## src/shared/pmbid_pkg.sv

```systemverilog
package pmbid_pkg;
  // command codes of the identity bank
  localparam logic [7:0] CMD_MODEL = 8'h9A;
  localparam logic [7:0] CMD_REVISION = 8'h9B;
  localparam logic [7:0] CMD_SERIAL = 8'h9E;
  localparam logic [7:0] CMD_CHIP_ID = 8'hAD;
  localparam logic [7:0] CMD_CHIP_REV = 8'hAE;
  // block lengths in bytes
  localparam logic [2:0] LEN_STORE = 3'h3;
  localparam logic [2:0] LEN_CHIP_ID = 3'h6;
  localparam logic [2:0] LEN_CHIP_REV = 3'h2;
  // fault bit positions
  localparam int CML_IVC_BIT = 7;
  localparam int STATUS_BYTE_CML_BIT = 1;
  // chip revision field positions
  localparam int REV_MAJOR_LSB = 12;
  localparam int REV_MINOR_LSB = 8;
  // reset values before nvm reload
  localparam logic [23:0] STORE_RESET = 24'h000000;
  // arbitrary neutral identity values
  localparam logic [47:0] CHIP_ID_DEFAULT = 48'h000000000001;
  localparam logic [15:0] CHIP_REV_DEFAULT = 16'h1000;
endpackage : pmbid_pkg

```

## src/pmbid_registers.sv

```systemverilog
`timescale 1ns/10ps
`default_nettype none
// Function
// 9Ah is a 24-bit model store, three-byte block access, nvm backed.
// 9Bh is a 24-bit revision store, three-byte block access, nvm backed.
// 9Eh is a 24-bit serial store, three-byte block access, nvm backed.
// the serial value is part of the nvm image that feeds the checksum.
// ADh returns a fixed 48-bit chip identity, six bytes, byte 0 first.
// AEh returns a 16-bit chip revision: major 15:12, minor 11:8, sub 7:0.
// a write to a read-only command sets the cml and invalid-command flags.
// after that fault the host is notified by the bus fault alert.
// the host normally writes the three stores once, at manufacture.
// a write to chip identity or revision leaves the values unchanged.
module pmbid_registers #(
  parameter logic [47:0] CHIP_ID = pmbid_pkg::CHIP_ID_DEFAULT,
  parameter logic [15:0] CHIP_REV = pmbid_pkg::CHIP_REV_DEFAULT
) (
  input wire logic mclk,
  input wire logic sys_rst,
  input wire logic [7:0] cmd_code,
  input wire logic wr_byte_valid,
  input wire logic [7:0] wr_byte,
  input wire logic wr_end,
  input wire logic rd_byte_req,
  input wire logic rd_start,
  input wire logic nvm_load,
  input wire logic [71:0] nvm_load_data,
  input wire logic fault_clear,
  output logic [7:0] rd_byte,
  output logic [2:0] rd_len,
  output logic rd_valid,
  output logic [71:0] nvm_image,
  output logic cml_ivc_flag,
  output logic status_cml_flag,
  output logic alert_n
);
  logic [23:0] model_info_store_reg;
  logic [23:0] revision_info_store_reg;
  logic [23:0] serial_number_store_reg;
  logic [23:0] shift_reg;
  logic [1:0] wcnt_reg;
  logic [2:0] rptr_reg;
  logic [7:0] rd_byte_reg;
  logic [2:0] rd_len_reg;
  logic rd_valid_reg;
  logic ivc_reg;
  logic cml_reg;
  logic alert_n_reg;
  logic [71:0] nvm_image_reg;
  logic [47:0] rd_word;
  logic [2:0] rd_len_next;
  logic is_ro;
  logic is_model;
  logic is_rev;
  logic is_serial;
  logic commit;
  logic ro_write;
  logic [23:0] shift_next;

  // command decode
  assign is_model = cmd_code == pmbid_pkg::CMD_MODEL;
  assign is_rev = cmd_code == pmbid_pkg::CMD_REVISION;
  assign is_serial = cmd_code == pmbid_pkg::CMD_SERIAL;
  assign is_ro = cmd_code == pmbid_pkg::CMD_CHIP_ID ||
                 cmd_code == pmbid_pkg::CMD_CHIP_REV;
  // short blocks and blocks of four to six bytes are dropped; three bytes commit, and so do seven, as the count restarts
  assign commit = wr_end && wcnt_reg == 2'h3 &&
                  (is_model || is_rev || is_serial);
  assign ro_write = is_ro && wr_byte_valid;
  assign shift_next = {wr_byte, shift_reg[23:8]}; // byte 0 arrives first
  // read word, byte 0 in low bits
  assign rd_word = is_model ? {24'h000000, model_info_store_reg} :
                   is_rev ? {24'h000000, revision_info_store_reg} :
                   is_serial ? {24'h000000, serial_number_store_reg} :
                   cmd_code == pmbid_pkg::CMD_CHIP_ID ? CHIP_ID :
                   cmd_code == pmbid_pkg::CMD_CHIP_REV ?
                     {32'h00000000, CHIP_REV} : 48'h000000000000;
  assign rd_len_next = (is_model || is_rev || is_serial) ?
                       pmbid_pkg::LEN_STORE :
                       cmd_code == pmbid_pkg::CMD_CHIP_ID ?
                       pmbid_pkg::LEN_CHIP_ID :
                       cmd_code == pmbid_pkg::CMD_CHIP_REV ?
                       pmbid_pkg::LEN_CHIP_REV : 3'h0;

  // write byte collection
  always_ff @(posedge mclk)
  begin
    if (sys_rst || wr_end)
    begin
      wcnt_reg <= 2'h0;
      shift_reg <= 24'h000000;
    end
    else if (wr_byte_valid && !is_ro && wcnt_reg != 2'h3)
    begin
      wcnt_reg <= wcnt_reg + 2'h1;
      shift_reg <= shift_next;
    end
    else if (wr_byte_valid && !is_ro)
      wcnt_reg <= 2'h0; // a fourth byte restarts the count
  end

  // stores: nvm reload or committed block write
  // chip id and rev are constants so writes cannot touch them
  always_ff @(posedge mclk)
  begin
    if (sys_rst)
    begin
      model_info_store_reg <= pmbid_pkg::STORE_RESET;
      revision_info_store_reg <= pmbid_pkg::STORE_RESET;
      serial_number_store_reg <= pmbid_pkg::STORE_RESET;
    end
    else if (nvm_load)
    begin
      model_info_store_reg <= nvm_load_data[23:0];
      revision_info_store_reg <= nvm_load_data[47:24];
      serial_number_store_reg <= nvm_load_data[71:48];
    end
    else if (commit)
    begin
      if (is_model)
        model_info_store_reg <= shift_reg;
      if (is_rev)
        revision_info_store_reg <= shift_reg;
      if (is_serial)
        serial_number_store_reg <= shift_reg;
    end
  end

  // image fed to nvm and its checksum, serial included
  always_ff @(posedge mclk)
  begin
    if (sys_rst)
      nvm_image_reg <= 72'h000000000000000000;
    else
      nvm_image_reg <= {serial_number_store_reg, revision_info_store_reg,
                        model_info_store_reg};
  end

  // read byte pointer, restarted per transaction
  always_ff @(posedge mclk)
  begin
    if (sys_rst)
    begin
      rptr_reg <= 3'h0;
      rd_byte_reg <= 8'h00;
      rd_len_reg <= 3'h0;
      rd_valid_reg <= 1'b0;
    end
    else
    begin
      rd_valid_reg <= rd_byte_req;
      if (rd_start)
      begin
        rptr_reg <= 3'h0;
        rd_len_reg <= rd_len_next;
      end
      else if (rd_byte_req)
      begin
        rd_byte_reg <= rd_word[{rptr_reg, 3'b000} +: 8];
        rptr_reg <= rptr_reg + 3'h1;
      end
    end
  end

  // fault flags: set wins over clear, alert follows the flag
  always_ff @(posedge mclk)
  begin
    if (sys_rst)
    begin
      ivc_reg <= 1'b0;
      cml_reg <= 1'b0;
      alert_n_reg <= 1'b1;
    end
    else
    begin
      ivc_reg <= ro_write | (ivc_reg & ~fault_clear);
      cml_reg <= ro_write | (cml_reg & ~fault_clear);
      alert_n_reg <= ~(ro_write | (ivc_reg & ~fault_clear));
    end
  end

  assign rd_byte = rd_byte_reg;
  assign rd_len = rd_len_reg;
  assign rd_valid = rd_valid_reg;
  assign nvm_image = nvm_image_reg;
  assign cml_ivc_flag = ivc_reg;
  assign status_cml_flag = cml_reg;
  assign alert_n = alert_n_reg;

  property p_ivc_set;
    @(posedge mclk) disable iff (sys_rst) ro_write |=> ivc_reg && cml_reg;
  endproperty
  a_ivc_set: assert property (p_ivc_set) else $error("ivc not set");

  property p_alert;
    @(posedge mclk) disable iff (sys_rst) ivc_reg |-> !alert_n_reg;
  endproperty
  a_alert: assert property (p_alert) else $error("alert missing");

  property p_ro_len;
    @(posedge mclk) disable iff (sys_rst)
      rd_start && cmd_code == pmbid_pkg::CMD_CHIP_ID |=> rd_len_reg == 3'h6;
  endproperty
  a_ro_len: assert property (p_ro_len) else $error("id length");

  property p_rev_len;
    @(posedge mclk) disable iff (sys_rst)
      rd_start && cmd_code == pmbid_pkg::CMD_CHIP_REV |=> rd_len_reg == 3'h2;
  endproperty
  a_rev_len: assert property (p_rev_len) else $error("rev length");

  property p_model_commit;
    @(posedge mclk) disable iff (sys_rst)
      commit && is_model && !nvm_load |=>
        model_info_store_reg == $past(shift_reg);
  endproperty
  a_model_commit: assert property (p_model_commit)
    else $error("model");

  property p_rev_commit;
    @(posedge mclk) disable iff (sys_rst)
      commit && is_rev && !nvm_load |=>
        revision_info_store_reg == $past(shift_reg);
  endproperty
  a_rev_commit: assert property (p_rev_commit) else $error("rev");

  property p_serial_img;
    @(posedge mclk) disable iff (sys_rst)
      commit && is_serial && !nvm_load |=> ##1
        nvm_image_reg[71:48] == $past(shift_reg, 2);
  endproperty
  a_serial_img: assert property (p_serial_img) else $error("serial");

  property p_ro_stable;
    @(posedge mclk) disable iff (sys_rst)
      ro_write |=> $stable(model_info_store_reg) || $past(nvm_load);
  endproperty
  a_ro_stable: assert property (p_ro_stable) else $error("ro write");
endmodule : pmbid_registers
`default_nettype wire

```

## config.mk

```make
export PLATFORM = sky130hd
export DESIGN_NAME = pmbid_registers
export DESIGN_NICKNAME = d
export VERILOG_FILES = /design/src/shared/pmbid_pkg.sv /design/src/pmbid_registers.sv
export SDC_FILE = /design/constraint.sdc
export NUM_CORES = 1
export LEC_CHECK = 0
export ABC_AREA = 1
export ABC_CLOCK_PERIOD_IN_PS = 2100
export BUFFER_PORTS_ARGS = -buffer_cell sky130_fd_sc_hd__buf_4
export CAP_MARGIN = 10
export CORE_AREA = 2 2 123 125
export DETAILED_ROUTE_END_ITERATION = 16
export DIE_AREA = 0 0 125 127
export PLACE_DENSITY = 0.78
export SLEW_MARGIN = 20
export SYNTH_ARGS = -nofsm -noshare
export SYNTH_HDL_FRONTEND = slang
export SYNTH_SLANG_ARGS = --single-unit
```

## constraint.sdc

```tcl
create_clock -name mclk -period 2.1 [get_ports mclk]
set_clock_uncertainty 0.05 [all_clocks]
set_input_delay 0.21 -clock mclk [delete_from_list [all_inputs] [get_ports mclk]]
set_output_delay 0.21 -clock mclk [all_outputs]
set_load 0.01 [all_outputs]
```

==> results of run 1 <==
[layout make-up]
type | instances | area [um^2]
clock buffers | 19 | 443
well taps | 184 | 230
fillers | 1284 | 4760
repair buffers | 210 | 1630
clock inverters | 13 | 131
flip-flops and latches | 188 | 3760
inverters | 122 | 458
multi-input cells | 625 | 3000
[how the worst max path moves through the flow]
stage	to	slack (ns)	depth (start not counted)
2_1_floorplan	serial_number_store_reg[11]$_SDFFE_PP0P_	0.58	9
3_3_place_gp	shift_reg[0]$_SDFFE_PP0P_	0.28	11
3_5_place_dp	shift_reg[21]$_SDFFE_PP0P_	0.27	11
4_1_cts	revision_info_store_reg[7]$_SDFFE_PP0P_	0.37	8
5_1_grt	revision_info_store_reg[0]$_SDFFE_PP0P_	0.21	8
6_report	serial_number_store_reg[3]$_SDFFE_PP0P_	0.35	8
[cells in the mapped netlist, drive strengths merged]
cell type,count
a211oi,9
a21oi,132
a31o,1
a31oi,7
buf,43
clkbuf,17
clkinv,2
dfxtp,188
ha,2
inv,120
nand2,159
nand3,69
nand3b,1
nand4,2
nor2,148
nor3,5
nor3b,1
o211ai,1
o21ai,66
o31ai,22
[repair_timing]
action,in CTS,in global routing
setup buffers,0,0
hold buffers,8,0
endpoints found under the setup margin,0,0
hold endpoints to repair,8,0
[per-stage QoR]
step	total power [mW]	hold WS (ns)
finish	7.79	0.0137
global route	8.06	0.0224
CTS	7.78	0.00722
detailed placement	4.69	0.378
global placement	4.68	0.377
floorplan	4.29	0.288
[cells by family after synthesis]
group                    after synthesis  synth area share [%]
flip-flops                           188                  49.8
adder cells (fa/ha/maj)                2                 0.331
AO/OA/AOI/OAI                        238                  17.1
AND/OR/NAND/NOR                      385                  22.3
buffers and inverters                182                  10.4
[power groups by stage]
stage,registers [mW],clock network (mW),logic [mW]
after floorplan,3.88,0,0.410
after global placement,3.89,0,0.792
after detailed placement,3.89,0,0.801
after CTS,3.81,3.16,0.819
after global routing,3.82,3.33,0.904
final,3.81,3.14,0.831
[layer usage]
layer | wire length [um] | up-vias | track usage [%]
met2 | 11000 | 351 | 46.8
met4 | 469 | 0 | 9.41
li1 | - | 3541 | -
met3 | 2000 | 39 | 5.11
met1 | 10500 | 3326 | 42.6
met5 | 0 | - | 0
[worst max-delay path, delay by kind of cell (launching register included)]
family	cells	cell delay, ns
adder cells (fa/ha/maj)	1	0.19
AO/OA/AOI/OAI	1	0.21
AND/OR/NAND/NOR	3	0.35
flip-flops	1	0.36
buffers and inverters	3	0.49
==> reports/metrics.yaml, run 1 <==
global_route:
  grt.overflow.total: 0
  grt_pass1_wl_mm: 36.6
  grt_max_degree: 55
  grt_usage_pct: 29.9
  grt_pass1_vias: 6560
  antenna_found_initial: 0
detailed_routing:
  postRouteAntennaNets: 0
  wire_per_inst_um: 17.6
  drtPass1Iterations: 6
  wl_mm: 23.9
  drc: 0
  drtIter0Drc: 807
  vias: 7257
  via_per_inst: 5.33
worst_hold_path:
  hold_depth: 3
  min_to: "model_info_store_reg[10]$_SDFFE_PP0P_"
  hold_path_startpoint: "nvm_load_data[10]"
  hold_path_class: "in -> reg"
pwr:
  cellPowerDensity_nw_per_um2: 806
  p_seq_share_pct: 49.0
  power_frac_comb_pct: 10.7
  switchingPower_mw: 2.02
  intPower_mw: 5.76
  switching_share_pct: 26.0
  leakage_nw: 4.29
  vdd_drop_max_v: 0.000514
  pwr-share-clk_pct: 40.3
critical_path:
  start_kind: "flip-flop"
  slowest_delay_ns: 0.36
  endpoint_kind: "flip-flop"
  rr_worst_depth: 8
  crit_required_ns: 2.39
  slowest_stage: "dfxtp_1"
  cp.arrival_ns: 2.04
  critPathKind: "reg -> reg"
  path_max_fanout: 23
  r2r_end: "serial_number_store_reg[3]$_SDFFE_PP0P_"
  path_cells: "ha_1 > nand2_1 > inv_1 > nand3_4 > nand2_4 > inv_2 > buf_12 > o31ai_1"
  setup.worst_path.start: "wcnt_reg[0]$_SDFFE_PP0P_"
  reg2reg_slack_ns: 0.35
  worstReg2RegStart: "wcnt_reg[0]$_SDFFE_PP0P_"
sta:
  setup_violations: 0
  drv_slew: 0
  finalHoldViolations: 0
  tns_ns: 0
  fmax_mhz: 570
  max-slew-margin-rel_pct: 65.0
  worst_slew_pin_slew_ns: 0.524
  min_period_ns: 1.75
  post-route-period-util_pct: 83.6
  setup_ws_ns: 0.345
  rsz0062_at_grt: "no"
placement:
  dpl.hpwl_mm: 17.9
  pre_cts_slack_ns: 0.270
  dp_cells: 1321
  numPortBuffers: 182
  place_area_um2: 9010
  place.gp.congestion: 0.946
die:
  floorplan.initialDensity_pct: 52.4
  core_um2: 14400
  row_count: 44
  io_pins: 183
  dieArea_um2: 15900
  die_y_um: 127
  die_w_um: 125
cells_and_area:
  final_cells: 1361
  utilization_pct: 67.0
  final_cell_mix: "buf_4, dfxtp_1, nand2_1"
  fin_area_um2: 9660
  largest_reg_flops: 72
  antenna_cells: 0
  final_common_cell: "buf_4"
  nets: 1262
  syn2layout_area_growth_pct: 27.9
  drive_gt1_share_pct: 22.2
yosys:
  netlist_instances: 995
  synth_top_area_share_pct: 49.8
  avgSynthCellArea_um2: 7.59
  ys_seq_area_share_pct: 49.8
  synth.net_count: 1093
  ys_seq_elements: 188
  ys_types: 32
  ys_top_cells_by_area: "dfxtp_1, a21oi_1, nand2_1"
  syn_area_um2: 7560
  ys_warn_count: 0
  synth_top_cell_by_area: "dfxtp_1"
clocking:
  cts.sinks: 188
  cts.clk_slew.worst_paths_ns: 0.07
  cts_tree: "yes"
  clock_path_buffers: 2
  cts_made_buffers: 17
  cts_resized: 0
  clock_latency_ns: 0.44
  htreeDepth: 4
  root_buffer: "clkbuf_16"
run_status:
  outcome: "complete, no violations"
flow_run:
  cap_violations: 0
Power figures use the tool's default switching activity.
==> run 2, diff against run 1 <==
--- a/config.mk
+++ b/config.mk
@@ -6,13 +6,13 @@
 export NUM_CORES = 1
 export LEC_CHECK = 0
 export ABC_AREA = 1
-export ABC_CLOCK_PERIOD_IN_PS = 2100
+export ABC_CLOCK_PERIOD_IN_PS = 1600
 export BUFFER_PORTS_ARGS = -buffer_cell sky130_fd_sc_hd__buf_4
 export CAP_MARGIN = 10
-export CORE_AREA = 2 2 123 125
+export CORE_AREA = 2 2 129 131
 export DETAILED_ROUTE_END_ITERATION = 16
-export DIE_AREA = 0 0 125 127
-export PLACE_DENSITY = 0.78
+export DIE_AREA = 0 0 131 133
+export PLACE_DENSITY = 0.75
 export SLEW_MARGIN = 20
 export SYNTH_ARGS = -nofsm -noshare
 export SYNTH_HDL_FRONTEND = slang
==> constraint.sdc (replaced) <==
create_clock -name mclk -period 1.6 [get_ports mclk]
set_clock_uncertainty 0.05 [all_clocks]
set_input_delay 0.16 -clock mclk [delete_from_list [all_inputs] [get_ports mclk]]
set_output_delay 0.16 -clock mclk [all_outputs]
set_load 0.01 [all_outputs]
==> run 2 against run 1 <==
Effect of this change:
- register-to-register slack worse by 0.30 ns
- critical path depth up 1
- power up 31%
- critical endpoint is now rd_byte[1]$_SDFFE_PP0P_
- largest cell class unchanged
- largest power group unchanged
- highest routed layer unchanged
==> reports/metrics.yaml, run 2 (synthesis gave the netlist of run 1 again) <==
global_route:
  grt.overflow.total: 0  # unchanged
  grt_pass1_vias: 7087  # +8.0%
  grt_pass1_wl_mm: 37.8  # +3.3%
  antenna_found_initial: 0  # unchanged
  grt_usage_pct: 29.1  # -0.83 points
  grt_max_degree: 97  # +76%
clocking:
  cts_made_buffers: 17  # unchanged
  htreeDepth: 4  # unchanged
  cts.sinks: 188  # unchanged
  cts_tree: "yes"
  clock_latency_ns: 0.44  # about the same
  clock_path_buffers: 2  # unchanged
  root_buffer: "clkbuf_16"
  cts.clk_slew.worst_paths_ns: 0.07  # about the same
sta:
  drv_slew: 0  # unchanged
  min_period_ns: 1.56  # -0.195 ns
  fmax_mhz: 641  # +13%
  max-slew-margin-rel_pct: 67.0  # +2.0 points
  setup_violations: 0  # unchanged
  rsz0062_at_grt: "yes"
  worst_slew_pin_slew_ns: 0.495  # -0.0292 ns
  post-route-period-util_pct: 97.5  # +14 points
  finalHoldViolations: 0  # unchanged
  tns_ns: 0  # unchanged
worst_hold_path:
  min_to: "serial_number_store_reg[6]$_SDFFE_PP0P_"
  hold_path_class: "in -> reg"
  hold_path_startpoint: "nvm_load_data[54]"
  hold_depth: 3  # unchanged
cells_and_area:
  final_cell_mix: "buf_4, dfxtp_1, nand2_1"
  largest_reg_flops: 72  # unchanged
  fin_area_um2: 10400  # +7.6%
  antenna_cells: 0  # unchanged
  final_common_cell: "buf_4"
  final_cells: 1461  # +7.3%
  syn2layout_area_growth_pct: 37.6
  nFillCells: 1405  # +9.4%
  drive_gt1_share_pct: 23.1  # +0.95 points
  nets: 1326  # +5.1%
die:
  floorplan.initialDensity_pct: 46.7  # -5.7 points
  die_y_um: 133  # +4.7%
  io_pins: 183  # unchanged
  row_count: 47  # +6.8%
  die_w_um: 131  # +4.8%
  core_um2: 16200  # +12%
  dieArea_um2: 17400  # +9.8%
critical_path:
  path_cells: "buf_12 > nand2_1 > o21ai_0 > nand3_1 > nand3_1 > nand2_1 > nand2_1 > nand3_1 > a21oi_1"
  worstReg2RegStart: "rptr_reg[0]$_SDFFE_PP0P_"
  cp.arrival_ns: 1.88  # -0.16 ns
  slowest_delay_ns: 0.38  # +0.02 ns
  critPathKind: "reg -> reg"
  start_kind: "flip-flop"
  endpoint_kind: "flip-flop"
  crit_required_ns: 1.92  # -0.47 ns
  reg2reg_slack_ns: 0.04  # -0.30 ns
  r2r_end: "rd_byte[1]$_SDFFE_PP0P_"
  path_max_fanout: 21  # -8.7%
  rr_worst_depth: 9  # +1
  slowest_stage: "dfxtp_1"
  setup.worst_path.start: "rptr_reg[0]$_SDFFE_PP0P_"
detailed_routing:
  postRouteAntennaNets: 0  # unchanged
  drtIter0Drc: 796  # -1.4%
  wl_mm: 25.1  # +4.9%
  drc: 0  # unchanged
  via_per_inst: 5.13  # -3.7%
  vias: 7500  # +3.3%
  drtPass1Iterations: 7  # +1
  wire_per_inst_um: 17.2  # -2.3%
placement:
  dpl.hpwl_mm: 18.1  # +0.97%
  dp_cells: 1376  # +4.2%
  numPortBuffers: 182  # unchanged
  place_area_um2: 9290  # +3.1%
  place.gp.congestion: 0.976  # +3.1%
run_status:
  outcome: "complete, no violations"
flow_run:
  cap_violations: 0  # unchanged
pwr:
  cellPowerDensity_nw_per_um2: 978  # +21%
  fin_total_pwr_mw: 10.2  # +31%
  leakage_nw: 4.59  # +6.8%
  vdd_drop_max_v: 0.000763  # +48%
run 2: changes by cell type in the layout (fill, tap and decap cells not counted), sizes merged:
cell	delta
inv	-2
clkinv	+1
dlygate4sd3	+44
bufinv	-1
buf	+19
clkinvlp	+2
clkbuf	+1
run 2: power breakdown:
part / switching (mW) / internal, mW
clock network: 1.92 / 2.02
logic: 0.673 / 0.562
registers: 0.115 / 4.88
run 2: layout make-up:
| type | instances | area (um^2) | area share (%) |
|---|---|---|---|
| Timing Repair Buffer | 274 | 2330 | 22.4 |
| Multi-Input combinational cell | 625 | 3020 | 29.0 |
| Tap cell | 220 | 275 | 2.65 |
| Sequential cell | 188 | 3760 | 36.2 |
| Inverter | 122 | 464 | 4.47 |
| Clock buffer | 19 | 433 | 4.16 |
| Clock inverter | 13 | 110 | 1.06 |
run 2: how the worst max path moves through the flow:
stage	to	slack, ns
finish	rd_byte[1]$_SDFFE_PP0P_	0.04
global placement	revision_info_store_reg[20]$_SDFFE_PP0P_	0.04
floorplan	serial_number_store_reg[11]$_SDFFE_PP0P_	0.08
global route	rd_byte[1]$_SDFFE_PP0P_	-0.004
CTS	rd_byte[5]$_SDFFE_PP0P_	0.003
detailed placement	model_info_store_reg[19]$_SDFFE_PP0P_	-0.06
run 2: repair_timing:
action	4_1_cts	5_1_grt
gates resized for setup	0	11
setup endpoints to repair	0	38
setup buffers	0	0
endpoints found under the hold margin	54	0
hold buffers	52	0
run 2: metal layers:
metal	global-route usage, %	up-vias	part of all wire [%]
met3	5.46	60	8.1
met2	45.0	349	46
met1	39.0	3419	42
met4	13.9	0	3.9
met5	0	-	0
li1	-	3672	-
run 2: stage by stage:
stage / util [%] / hold slack (ns) / setup slack [ns]
6_report: 64.3 / 0.000131 / 0.0405
5_1_grt: 64.3 / 0.00105 / -0.00362
4_1_cts: 64.0 / 0.00307 / 0.00348
3_5_place_dp: 57.4 / 0.366 / -0.0573
3_3_place_gp: 57.4 / 0.363 / 0.0397
2_1_floorplan: - / 0.238 / 0.0804
run 2: worst max-delay path, delay by kind of cell (launching register included):
family          cells  cell delay [ns]
buf+inv             1             0.18
flops               1             0.38
compound gates      2             0.25
simple gates        6             0.61
